[config.mk]
export PLATFORM = sky130hd
export DESIGN_NAME = rx_adc_output_mux
export DESIGN_NICKNAME = d
export VERILOG_FILES = /design/src/straight_binary_coder.v /design/src/sample_clock_select.v /design/src/rx_adc_output_mux.v
export VERILOG_INCLUDE_DIRS = /design/src
export SDC_FILE = /design/constraint.sdc
export NUM_CORES = 1
export LEC_CHECK = 0
export BUFFER_PORTS_ARGS = -buffer_cell sky130_fd_sc_hd__buf_2
export CORE_MARGIN = 3
export CORE_UTILIZATION = 40
export DETAILED_ROUTE_END_ITERATION = 8
export SETUP_SLACK_MARGIN = 0.1
export SLEW_MARGIN = 0
export SYNTH_ARGS = -nofsm -noshare
export SYNTH_HDL_FRONTEND = slang
export SYNTH_SLANG_ARGS = --single-unit
[constraint.sdc]
create_clock -name clk_i -period 3.9 [get_ports clk_i]
set_input_delay 0.78 -clock clk_i [delete_from_list [all_inputs] [get_ports clk_i]]
set_output_delay 0.78 -clock clk_i [all_outputs]
set_load 0.01 [all_outputs]
[src/rx_mux_defines.vh]
// Register offsets, field positions, reset values and timing counts for the receive output mux
`ifndef RX_MUX_DEFINES_VH
`define RX_MUX_DEFINES_VH

// Register offsets
`define REG_REF_CTRL 8'h02
`define REG_ROUTE_CTRL 8'h03
`define REG_CLAMP 8'h07
`define REG_CLK_CTRL 8'h08
`define REG_STATUS 8'h09

// Field positions
`define BIT_REF_PWRDN 0
`define BIT_ADC10_PWRDN 1
`define BIT_VIDEO_ROUTE 6
`define BIT_VIDEO_EN 7
`define BIT_CLK_DIRECT 0

// Reset values
`define RST_REF_CTRL 8'h00
`define RST_ROUTE_CTRL 8'h00
`define RST_CLAMP 8'h00
`define RST_CLK_CTRL 8'h00

// Converter widths
`define W10 10
`define W12 12

// Master clock cycles per sample in multiplier mode
`define MCLK_PER_SAMPLE 4
`define PHASE_LAST 2'h3

`endif

[src/straight_binary_coder.v]
// Saturating two's-complement to straight-binary converter word coder
`timescale 1ns/100ps
module straight_binary_coder #(
	parameter N = 12
) (
	// Raw converter result, one bit of overrange
	input wire signed [N:0] raw_i,
	// Coded word
	output reg [N-1:0] code_o
);

	localparam signed [N:0] MAX_V = {2'b00, {(N-1){1'b1}}};
	localparam signed [N:0] MIN_V = {2'b11, {(N-1){1'b0}}};

	// Clip, then flip the sign bit; zero becomes midscale
	always @* begin
		if (raw_i > MAX_V) begin
			code_o = {N{1'b1}};
		end else if (raw_i < MIN_V) begin
			code_o = {N{1'b0}};
		end else begin
			code_o = {~raw_i[N-1], raw_i[N-2:0]};
		end
	end

endmodule // straight_binary_coder

[src/sample_clock_select.v]
// Converter sample strobe from the multiplier divider or the oscillator input
`include "rx_mux_defines.vh"
`timescale 1ns/100ps
module sample_clock_select (
	// Clock and reset
	input wire clk_i,
	input wire rst_i,
	// Source select and oscillator pin
	input wire direct_i,
	input wire oscillator_input_i,
	// Sample strobe and divider phase
	output wire sample_stb_o,
	output wire [1:0] phase_o
);

	reg [1:0] phase_reg;
	reg osc_meta_reg;
	reg osc_sync_reg;
	reg osc_prev_reg;

	// Divide-by-four phase for the multiplier-derived sample clock
	always @(posedge clk_i) begin
		if (rst_i) begin
			phase_reg <= 2'h0;
		end else begin
			phase_reg <= phase_reg + 2'h1;
		end
	end

	// Two flops before the edge detector; the pin is asynchronous
	always @(posedge clk_i) begin
		if (rst_i) begin
			osc_meta_reg <= 1'b0;
			osc_sync_reg <= 1'b0;
			osc_prev_reg <= 1'b0;
		end else begin
			osc_meta_reg <= oscillator_input_i;
			osc_sync_reg <= osc_meta_reg;
			osc_prev_reg <= osc_sync_reg;
		end
	end

	// Direct mode samples on each rising pin edge
	assign sample_stb_o = direct_i ? (osc_sync_reg & ~osc_prev_reg) : (phase_reg == `PHASE_LAST);
	assign phase_o = phase_reg;

endmodule // sample_clock_select

[src/rx_adc_output_mux.v]
// Receive converter output multiplexer with its control registers
//
// Contract
// - One 10-bit and two 12-bit converters feed the output mux.
// - Sample clock comes from the oscillator input or from the multiplier.
// - Both 12-bit results share one 12-bit bus at master clock word rate.
// - Straight binary: zero is midscale, overrange clips to all ones or zeros.
// - Both output buses update on every rising master clock edge.
// - Frame sync marks the start of each 10-bit symbol.
// - All results leave the buses once every two master clock cycles.
// - Frame sync is high for every second 10-bit word when powered.
// - A bit in register 0x02 powers down the internal references.
// - The clamp forces black level to the clamp level register value.
// - Video input disabled after reset; bit 7 of 0x07 enables it.
// - Bit 6 of 0x03 routes video: zero first, one second converter.
// - Register 0x08 selects sample clock; direct needs master at twice oscillator.
`include "rx_mux_defines.vh"
`timescale 1ns/100ps
module rx_adc_output_mux (
	// Clock and reset
	input wire clk_i,
	input wire rst_i,
	// Register port
	input wire [7:0] addr_i,
	input wire [7:0] wdata_i,
	input wire wr_i,
	input wire rd_i,
	output reg [7:0] rdata_o,
	// Oscillator pin, used as sample clock in direct mode
	input wire oscillator_input_i,
	// Raw converter results, two's complement with one overrange bit
	input wire [`W10:0] adc10_raw_i,
	input wire [`W12:0] first_twelve_bit_converter_raw_i,
	input wire [`W12:0] second_twelve_bit_converter_raw_i,
	// Receive data port
	output reg [`W10-1:0] ten_bit_if_output_o,
	output reg [`W12-1:0] twelve_bit_if_output_o,
	output reg rx_frame_sync_o,
	// Converter sample strobe towards the converter cores
	output wire adc_sample_o,
	// Analog controls
	output wire ref_pwrdn_o,
	output wire adc10_pwrdn_o,
	output wire video_enable_o,
	output wire video_to_first_o,
	output wire video_to_second_o,
	output wire [6:0] clamp_level_o,
	output wire clk_direct_o
);

	////////////////////////////////////////////////////////////////////////
	// Control registers

	reg [7:0] ref_ctrl_reg;
	reg [7:0] route_ctrl_reg;
	reg [7:0] video_clamp_level_ctrl_reg;
	reg [7:0] clk_ctrl_reg;
	reg [7:0] rdata_next;

	// One write enable per register; the status offset has none, so it stays read-only
	wire wr_ref;
	wire wr_route;
	wire wr_clamp;
	wire wr_clk;

	assign wr_ref = wr_i & (addr_i == `REG_REF_CTRL);
	assign wr_route = wr_i & (addr_i == `REG_ROUTE_CTRL);
	assign wr_clamp = wr_i & (addr_i == `REG_CLAMP);
	assign wr_clk = wr_i & (addr_i == `REG_CLK_CTRL);

	// Reference and 10-bit converter power-down bits
	always @(posedge clk_i) begin
		if (rst_i) begin
			ref_ctrl_reg <= `RST_REF_CTRL;
		end else if (wr_ref) begin
			ref_ctrl_reg <= wdata_i;
		end
	end

	// Video routing bit
	always @(posedge clk_i) begin
		if (rst_i) begin
			route_ctrl_reg <= `RST_ROUTE_CTRL;
		end else if (wr_route) begin
			route_ctrl_reg <= wdata_i;
		end
	end

	// Video enable and clamp level; reset leaves the video input disconnected
	always @(posedge clk_i) begin
		if (rst_i) begin
			video_clamp_level_ctrl_reg <= `RST_CLAMP;
		end else if (wr_clamp) begin
			video_clamp_level_ctrl_reg <= wdata_i;
		end
	end

	// Sample clock source; a change mid-stream may drop or repeat one sample
	always @(posedge clk_i) begin
		if (rst_i) begin
			clk_ctrl_reg <= `RST_CLK_CTRL;
		end else if (wr_clk) begin
			clk_ctrl_reg <= wdata_i;
		end
	end

	////////////////////////////////////////////////////////////////////////
	// Analog control outputs

	// Internal references off when external ones are fitted
	assign ref_pwrdn_o = ref_ctrl_reg[`BIT_REF_PWRDN];

	// The 10-bit converter power-down also silences frame sync
	assign adc10_pwrdn_o = ref_ctrl_reg[`BIT_ADC10_PWRDN];

	// Video stays disconnected from both converters until enabled
	assign video_enable_o = video_clamp_level_ctrl_reg[`BIT_VIDEO_EN];
	assign video_to_first_o = video_enable_o & ~route_ctrl_reg[`BIT_VIDEO_ROUTE];
	assign video_to_second_o = video_enable_o & route_ctrl_reg[`BIT_VIDEO_ROUTE];

	// Clamp target; bit 7 of the same register is the enable
	assign clamp_level_o = video_clamp_level_ctrl_reg[6:0];

	// Clock source choice; the master clock rate itself is set outside
	assign clk_direct_o = clk_ctrl_reg[`BIT_CLK_DIRECT];

	////////////////////////////////////////////////////////////////////////
	// Sample clock

	wire sample_stb;
	wire [1:0] phase;

	sample_clock_select u_clk_sel (
		.clk_i(clk_i),
		.rst_i(rst_i),
		.direct_i(clk_direct_o),
		.oscillator_input_i(oscillator_input_i),
		.sample_stb_o(sample_stb),
		.phase_o(phase)
	);

	assign adc_sample_o = sample_stb;

	////////////////////////////////////////////////////////////////////////
	// Coding

	wire [`W10-1:0] code10;
	wire [`W12-1:0] code12a;
	wire [`W12-1:0] code12b;

	// One coder per converter, each saturating to its own width
	straight_binary_coder #(.N(`W10)) u_code10 (
		.raw_i(adc10_raw_i),
		.code_o(code10)
	);

	// The two 12-bit channels are identical, so one loop builds both coders
	wire [`W12:0] raw12 [0:1];
	wire [`W12-1:0] code12 [0:1];

	assign raw12[0] = first_twelve_bit_converter_raw_i;
	assign raw12[1] = second_twelve_bit_converter_raw_i;

	genvar ch;
	generate
		for (ch = 0; ch < 2; ch = ch + 1) begin : g_code12
			straight_binary_coder #(.N(`W12)) u_code12 (
				.raw_i(raw12[ch]),
				.code_o(code12[ch])
			);
		end
	endgenerate

	assign code12a = code12[0];
	assign code12b = code12[1];

	////////////////////////////////////////////////////////////////////////
	// Sample capture

	reg [`W10-1:0] hold10_reg;
	reg [`W12-1:0] hold12a_reg;
	reg [`W12-1:0] hold12b_reg;
	reg [`W10-1:0] pair10_reg;
	reg [`W12-1:0] pair12a_reg;
	reg [`W12-1:0] pair12b_reg;
	reg mux_sel_reg;
	reg fresh_reg;
	reg fresh_next;

	// All three converters are latched on the same strobe
	always @(posedge clk_i) begin
		if (rst_i) begin
			hold10_reg <= {`W10{1'b0}};
			hold12a_reg <= {`W12{1'b0}};
			hold12b_reg <= {`W12{1'b0}};
		end else if (sample_stb) begin
			hold10_reg <= code10;
			hold12a_reg <= code12a;
			hold12b_reg <= code12b;
		end
	end

	// Word slot: 0 carries the first converter, 1 the second
	always @(posedge clk_i) begin
		if (rst_i) begin
			mux_sel_reg <= 1'b0;
		end else begin
			mux_sel_reg <= ~mux_sel_reg;
		end
	end

	// A new sample waits for the next pair start, so a pair never mixes samples
	always @* begin
		fresh_next = fresh_reg;
		if (sample_stb) begin
			fresh_next = 1'b1;
		end else if (mux_sel_reg) begin
			fresh_next = 1'b0;
		end
	end

	always @(posedge clk_i) begin
		if (rst_i) begin
			fresh_reg <= 1'b0;
		end else begin
			fresh_reg <= fresh_next;
		end
	end

	// A boundary takes the waiting sample; with none waiting the pair already matches
	wire pair_load;

	assign pair_load = mux_sel_reg & fresh_reg;

	// Pair registers reload only at a pair boundary
	always @(posedge clk_i) begin
		if (rst_i) begin
			pair10_reg <= {`W10{1'b0}};
			pair12a_reg <= {`W12{1'b0}};
			pair12b_reg <= {`W12{1'b0}};
		end else if (pair_load) begin
			pair10_reg <= hold10_reg;
			pair12a_reg <= hold12a_reg;
			pair12b_reg <= hold12b_reg;
		end
	end

	////////////////////////////////////////////////////////////////////////
	// Output port

	reg [`W10-1:0] out10_next;
	reg [`W12-1:0] out12_next;
	reg sync_next;

	// Sync opens slot 0 of each pair and stays low while the 10-bit converter sleeps
	wire slot_first;
	wire ten_running;

	assign slot_first = ~mux_sel_reg;
	assign ten_running = ~adc10_pwrdn_o;

	// Slot 0 carries the first converter and raises sync; slot 1 the second
	always @* begin
		out10_next = pair10_reg;
		if (mux_sel_reg) begin
			out12_next = pair12b_reg;
		end else begin
			out12_next = pair12a_reg;
		end
		sync_next = slot_first & ten_running;
	end

	// The 10-bit word repeats the pair value in both slots; no clock enable on the port
	always @(posedge clk_i) begin
		if (rst_i) begin
			ten_bit_if_output_o <= {`W10{1'b0}};
		end else begin
			ten_bit_if_output_o <= out10_next;
		end
	end

	// Every edge drives the next converter word onto the 12-bit bus
	always @(posedge clk_i) begin
		if (rst_i) begin
			twelve_bit_if_output_o <= {`W12{1'b0}};
		end else begin
			twelve_bit_if_output_o <= out12_next;
		end
	end

	// Sync is registered with the words, so the receiver sees both on one edge
	always @(posedge clk_i) begin
		if (rst_i) begin
			rx_frame_sync_o <= 1'b0;
		end else begin
			rx_frame_sync_o <= sync_next;
		end
	end

	////////////////////////////////////////////////////////////////////////
	// Status and read back

	reg [3:0] pair_cnt_reg;

	// Pair counter lets software see the port running
	always @(posedge clk_i) begin
		if (rst_i) begin
			pair_cnt_reg <= 4'h0;
		end else if (mux_sel_reg) begin
			pair_cnt_reg <= pair_cnt_reg + 4'h1;
		end
	end

	// Status word: pair count, sample pending, slot and divider phase
	wire [7:0] status_word;

	assign status_word = {pair_cnt_reg, fresh_reg, mux_sel_reg, phase};

	// Unmapped offsets read zero
	always @* begin
		case (addr_i)
			`REG_REF_CTRL: begin
				rdata_next = ref_ctrl_reg;
			end
			`REG_ROUTE_CTRL: begin
				rdata_next = route_ctrl_reg;
			end
			`REG_CLAMP: begin
				rdata_next = video_clamp_level_ctrl_reg;
			end
			`REG_CLK_CTRL: begin
				rdata_next = clk_ctrl_reg;
			end
			`REG_STATUS: begin
				rdata_next = status_word;
			end
			default: begin
				rdata_next = 8'h00;
			end
		endcase
	end

	// Read data stand only in the cycle after the strobe
	always @(posedge clk_i) begin
		if (rst_i) begin
			rdata_o <= 8'h00;
		end else if (rd_i) begin
			rdata_o <= rdata_next;
		end else begin
			rdata_o <= 8'h00;
		end
	end

endmodule // rx_adc_output_mux

# [After elaboration in Yosys (flattened, before gate mapping)]
# Index checks and enable logic that the tools add are counted.
# Widths: inputs -> output; s select.
[word_totals] word_cells=65 mem_bits_rw=0 output_inout_bits=45 inputBits=58 mem_bits_ro=0 memories=0 ff_bits=142 latchBits=0
[classes] div_mod_pow=0 bitwise_logic=17 multipliers=0 n_lt_le_gt_ge=6 add_sub_neg=2 n_eq_ne=6 n_shift=0 n_reduce_logical=2 mux=11
[op_table] cell="$mux 12" count=5
[op_table] cell="$pmux 8 s5" count=1
[op_table] cell="$gt 13x12->1 const B" count=2
[op_table] cell="$lt 13x12->1 const B" count=2
[op_table] cell="$mux 10" count=2
[op_table] cell="$eq 8x2->1 const B" count=2
[op_table] cell="$eq 8x4->1 const B" count=2
[op_table] cell="$gt 11x10->1 const B" count=1
[op_table] cell="$lt 11x10->1 const B" count=1
[op_table] cell="$and 1x1->1" count=9
[op_table] cell="$eq 8x3->1 const B" count=1
[op_table] cell="$not 1->1" count=8
[op_table] cell="$add 4x1->4 const B" count=1
[op_table] cell="$mux 1" count=3
[op_table] cell="$add 2x1->2 const B" count=1
[op_table] cell="$eq 2x2->1 const B" count=1
[op_table] cell="$reduce_bool 2->1" count=1
[op_table] cell="$reduce_or 2->1" count=1

# [Logic depth before layout (Yosys ltp)]
# Gate-level depths: netlist (run 1).
[depth] word_depth=4 ltp_mapped=7 depth_no_buf=4

# [By module]
# A second synthesis (run 1) with hierarchy kept.
[hier_totals] cells_unflattened=588 hier_area_um2=5544.1
[by_module_without_submodules] mod="rx_adc_output_mux" instances=1 seq_area_each_um2=2742.6 area_per_inst_um2=5068.6 cells_per_inst=528
[by_module_without_submodules] mod="straight_binary_coder (g_code12[0].u_code12 ...)" instances=2 seq_area_each_um2=0.0 area_per_inst_um2=108.9 cells_per_inst=16
[by_module_without_submodules] mod="sample_clock_select" instances=1 seq_area_each_um2=100.1 area_per_inst_um2=157.7 cells_per_inst=14
[by_module_without_submodules] mod="straight_binary_coder (u_code10)" instances=1 seq_area_each_um2=0.0 area_per_inst_um2=100.1 cells_per_inst=14

# [Worst setup path after synthesis (run 1)]
# No wires, ideal clock.
[synth_timing] path_type="reg-to-output" from="register u_clk_sel.phase_reg[0], in the netlist u_clk_sel.phase_o[0]" to="output adc_sample_o" required_time_ps=3120 slack_ps=1871 path_stages_with_launch=7 n_path_buf=3 t_arrival_ps=1249 path_cell_list="dfxtp_1 ha_1 nor2b_1 buf_2 or2_1 buf_6 buf_6"
[synth_via] elab_chain_len=2
[synth_lines] element="start, declared" line="sample_clock_select.v:16" rtl="reg [1:0] phase_reg;"
[synth_lines] element="start signal, assigned" line="sample_clock_select.v:26" rtl="phase_reg <= phase_reg + 2'h1;"
[synth_lines] element="$eq 2x2->1 (no source line)"
[synth_lines] element="$mux 1" line="sample_clock_select.v:44" rtl="assign sample_stb_o = direct_i ? (osc_sync_reg & ~osc_prev_reg) : (phase_reg == `PHASE_LAST);"
[synth_lines] element="end, declared" line="rx_adc_output_mux.v:40" rtl="output wire adc_sample_o,"
# No other way between the ends.

# [Worst setup path after layout (run 1)]
# Ends and elaborated chain as after synthesis.

==> results.json, run 1 <==
{
  "status": "complete, no violations",
  "tritoncts": "built",
  "finalHoldViolations": 0,
  "p_per_area_mw_per_mm2": 487,
  "syn-num-nets": 663,
  "final_util_pct": 49.8,
  "crit_slowest_cell": "or2_2",
  "drv_cap": 0,
  "die_x_um": 127,
  "avgSynthCellArea_um2": 9.66,
  "clock_sinks": 142,
  "cts_resized": 0,
  "fmax_ghz": 0.382,
  "fill_cells": 1339,
  "max-vdd-ir-drop_mv": 0.276,
  "wl_mm": 13.8,
  "clk_pin_slew_ns": 0.06,
  "vias": 4500,
  "yosys_most_used_dff": "dfxtp_1",
  "yosysWarnings": 0,
  "grt_pass1_vias": 4538,
  "clk_latency_ns": 0.42,
  "slowest_delay_ns": 0.35,
  "cp_max_fo": 36,
  "overflow": 0,
  "die_h_um": 127,
  "core-area_mm2": 0.0140,
  "numCtsBuffers": 17,
  "cts_max_level": 4,
  "grt_pass1_wl_mm": 22.5,
  "dp_hpwl_mm": 9.01,
  "timing.final.crit_share_pct": 67.0,
  "synth_seq_cells": 142,
  "cts_hold_buf": 0,
  "ant_nets": 0,
  "finalSetupViolCount": 0,
  "layout_commonest_cell": "dfxtp_1",
  "start_util_pct": 41.5,
  "p_int_mw": 2.68,
  "worst_clock_skew_ns": 0.00867,
  "synth_edf_count": 0,
  "reg2reg_setup_slack_ns": 1.90,
  "clkPwrFrac_pct": 49.5,
  "netlist_instances": 603,
  "drt_iter0_markers": 252,
  "crit_required_ns": 3.12,
  "grt_setup_unrepaired": "false",
  "post-cts-setup-buffer-count": 0,
  "routed_via_density": 5.16,
  "areaGrowthSynthToFinish_pct": 19.9,
  "firstDrtPassIters": 5,
  "total_power_mw": 3.41,
  "drc_errors": 0,
  "switchingPower_uw": 730,
  "holdCritPathClass": "flop to flop",
  "crit_type": "flop to output port",
  "finalWeightedCongestion": 0.796,
  "finalSetupTns_ns": 0,
  "grt_antenna_before_repair": 0,
  "port_buffers": 102,
  "leakagePower_nw": 2.84,
  "row_count": 43,
  "pwr-share-seq_pct": 43.9,
  "async_reset_ff_share_pct": 0,
  "critPathArrivalTime_ns": 1.83,
  "fin_crit_ns": 2.61,
  "synth.yosys.seq_area_share_pct": 48.8,
  "track_usage_pct": 17.6,
  "ctsLongestPathBuffers": 2,
  "relSlewSlack_pct": 20.5,
  "routedWlPerCell_um": 15.9,
  "layout_common_cells": "142 x dfxtp_1, 101 x buf_2, 76 x nand2_1",
  "combPwrFrac_pct": 6.5,
  "end_kind": "output port",
  "tightest_slew_ns": 1.19,
  "report.final.slew_viol_count": 0,
  "cp_cell_sequence": "ha_1 -> nor2b_2 -> buf_4 -> or2_2 -> buf_2",
  "dieArea_mm2": 0.0160,
  "antenna_cells": 0,
  "grt_max_degree": 94,
  "switching_share_pct": 21.4,
  "fin_nets": 739,
  "io_pins": 103,
  "drive_gt1_share_pct": 26.6,
  "netlist_area_mm2": 0.00583,
  "setup.worst_path.start_class": "flop",
  "ys_types": 40,
  "cts.root.buffer_cell": "clkbuf_16"
}
==> through the flow <==
step	std cells	instance area, um^2	hold WS (ns)	setup slack, ns
after CTS	872	6990	0.451	1.26
final	872	6990	0.449	1.29
after detailed placement	840	6360	0.437	1.46
after floorplan	603	5830	0.399	1.87
after global routing	872	6990	0.464	1.20
after global placement	840	6360	0.413	1.52
==> path summary, 6_finish.rpt <==
path	from	depth (start not counted)	end
worst min register to register	out10_next[6]	2	out10_next[6]
worst max register to register	u_clk_sel.phase_o[0]	6	hold12a_reg[11]
worst max-delay path	u_clk_sel.phase_o[0]	5	adc_sample_o
worst min-delay path	out10_next[6]	2	out10_next[6]
==> final cells by class <==
class / instances / area, um^2 / share of cell area (%)
clock buffer: 27 / 523 / 7.49
clock inverter: 5 / 100 / 1.43
multi-input combinational: 408 / 2720 / 39.0
sequential: 142 / 2840 / 40.7
tap: 180 / 225 / 3.22
timing repair buffer: 110 / 573 / 8.20
==> cells in the mapped netlist, drive strengths merged (5+ instances only) <==
cell,instances,share of area [%]
dfxtp,142,49
nand2,76,4.9
a21oi,66,5.7
mux2i,48,8.2
nand2b,45,4.8
a211oi,39,7.5
nor3,36,3.1
clkbuf,27,1.8
buf,26,2.7
nor2b,22,2.4
nor2,20,1.3
mux2,8,1.5
and3,7,0.75
nor3b,6,0.86
a22oi,5,0.64
o211ai,5,0.64
==> cells by family after synthesis <==
logic type	after synthesis	synth area share (%)
muxes	56	9.79
AOI/OAI and AO/OA	118	14.9
xor gates and xnor gates	3	0.451
DFF	142	48.8
buffers and inverters	53	4.51
and+or+nand+nor	229	21.1
adders and majority gates	2	0.429
==> critical path, delay by kind of cell, from the launching register on <==
kind | cells | cell delay (ns)
buffers and inverters | 2 | 0.39
AND/OR/NAND/NOR | 2 | 0.49
flip-flops | 1 | 0.33
adder cells (fa/ha/maj) | 1 | 0.19
==> power groups by stage <==
stage                     Clock (mW)  Combinational, mW  Sequential (mW)
after global routing            1.78              0.244             1.50
after floorplan                    0              0.160             1.52
after detailed placement           0              0.221             1.53
final                           1.69              0.222             1.50
after global placement             0              0.216             1.53
after CTS                       1.72              0.223             1.50
==> per-layer routing <==
| layer | routed length (um) | part of all wire, % | global-route usage, % |
|---|---|---|---|
| met2 | 6430 | 46 | 28.8 |
| met5 | 0 | 0 | 0 |
| met4 | 256 | 1.8 | 6.12 |
| met1 | 6440 | 46 | 22.2 |
| met3 | 726 | 5.2 | 5.01 |
Power figures use the tool's default switching activity.
==> run 2: changes to the inputs <==
clock period = 2.5 ns   (was 3.9 ns; I/O delays follow)
==> run 2 against run 1 <==
Against the previous run: critical path depth shrank 1; via count fell by 2.1%; critical endpoint unchanged; cell count grew 0.23%; power grew 49%; combinational power grew 56%; die area is the same; clock power rose by 41%; hold slack lost 0.13 ns; setup slack got worse by 0.98 ns; clock skew is 0.0043 ns lower; sequential power grew 55%; highest routed layer unchanged; global-route usage shrank 0.35 points.
==> results.json, run 2 (synthesis gave the netlist of run 1 again) <==
{
  "status": "complete, no violations",
  "finalHoldViolations": 0,
  "cts_max_level": 4,
  "drv_cap": 0,
  "grt_pass1_wl_mm": 22.1,
  "hold-worst-slack_ns": 0.315,
  "combPwrFrac_pct": 6.8,
  "crit_type": "flop to output port",
  "layout_commonest_cell": "dfxtp_1",
  "tightest_slew_ns": 0.800,
  "pwr-share-seq_pct": 46.1,
  "row_count": 43,
  "fin_crit_ns": 2.20,
  "layout_common_cells": "142 x dfxtp_1, 101 x buf_2, 76 x nand2_1",
  "critPathArrivalTime_ns": 1.70,
  "drt_iter0_markers": 221,
  "areaGrowthSynthToFinish_pct": 19.5,
  "total_power_mw": 5.06,
  "worst_clock_skew_ns": 0.00439,
  "clock_sinks": 142,
  "switchingPower_mw": 1.13,
  "fmax_ghz": 0.455,
  "holdCritPathClass": "input port to flop",
  "die_h_um": 127,
  "routed_via_density": 5.04,
  "p_per_area_mw_per_mm2": 727,
  "grt_antenna_before_repair": 0,
  "multi_input_area_mm2": 0.00272,
  "firstDrtPassIters": 4,
  "dieArea_mm2": 0.0160,
  "instances_no_fill": 874,
  "start_util_pct": 41.5,
  "fin_nets": 742,
  "max-vdd-ir-drop_mv": 0.478,
  "relSlewSlack_pct": 46.6,
  "clkPwrFrac_pct": 47.0,
  "finalSetupTns_ns": 0,
  "ctsLongestPathBuffers": 2,
  "grt_max_degree": 84,
  "ff_latch_area_mm2": 0.00284,
  "finalInstanceArea_mm2": 0.00696,
  "finalWeightedCongestion": 0.807,
  "cts_hold_buf": 0,
  "io_pins": 103,
  "grt_pass1_vias": 4349,
  "dp_hpwl_mm": 8.95,
  "track_usage_pct": 17.2,
  "port_buffers": 102,
  "grt_setup_unrepaired": "false",
  "ant_nets": 0,
  "timing.final.crit_share_pct": 87.9,
  "placed_cells": 843,
  "wl_mm": 13.5,
  "cts.root.buffer_cell": "clkbuf_16",
  "place_area_mm2": 0.00640,
  "crit_required_ns": 2.00,
  "clk_latency_ns": 0.41,
  "end_kind": "output port",
  "p_int_mw": 3.94,
  "drive_gt1_share_pct": 26.9,
  "tritoncts": "built",
  "die_x_um": 127,
  "routedWlPerCell_um": 15.4,
  "post-cts-setup-buffer-count": 0,
  "dpl_worst_slack_ns": 0.635,
  "setup.worst_path.start_class": "flop",
  "antenna_cells": 0,
  "switching_share_pct": 22.2,
  "leakagePower_nw": 2.83,
  "core-area_mm2": 0.0140,
  "final_util_pct": 49.6,
  "cts_resized": 0,
  "clk_pin_slew_ns": 0.06,
  "cp_max_fo": 10,
  "overflow": 0,
  "drc_errors": 0,
  "layout_setup_ws_ns": 0.302,
  "numCtsBuffers": 17,
  "fill_cells": 1317,
  "report.final.slew_viol_count": 0,
  "finalSetupViolCount": 0,
  "vias": 4404
}
run 2: final cells by class:
class	instances	area share, %
well taps	180	3.24
clock buffers	25	7.26
clock inverters	6	0.827
repair buffers	113	8.73
multi-input cells	408	39.1
flip-flops and latches	142	40.8
run 2: final timing paths:
kind	startpoint	end	slack, ns	cells after the start
worst max-delay path	u_clk_sel.phase_o[0]	adc_sample_o	0.30	4
worst min-delay path	adc10_raw_i[10]	hold10_reg[9]	0.32	2
worst max register to register	u_clk_sel.phase_o[0]	hold12a_reg[11]	0.76	5
worst min register to register	u_clk_sel.phase_o[0]	u_clk_sel.phase_o[0]	0.44	1
run 2: metal layers:
metal,up-vias,GRT usage [%],routed length [um]
met5,-,0,0
met4,0,6.50,187
met3,15,4.67,650
met2,110,27.1,6230
met1,2032,22.7,6410
li1,2247,-,-
run 2: critical path, stage by stage, from the launching register on:
cell,delay (ns)
dfxtp_1,0.33
ha_1,0.19
nor2b_2,0.15
or2_2,0.43
buf_2,0.19
run 2: power groups by stage:
stage	clock network (mW)	registers [mW]	logic, mW
2_1_floorplan	0	2.38	0.249
3_3_place_gp	0	2.38	0.339
3_5_place_dp	0	2.38	0.345
4_1_cts	2.43	2.33	0.349
5_1_grt	2.52	2.34	0.382
6_report	2.38	2.33	0.346
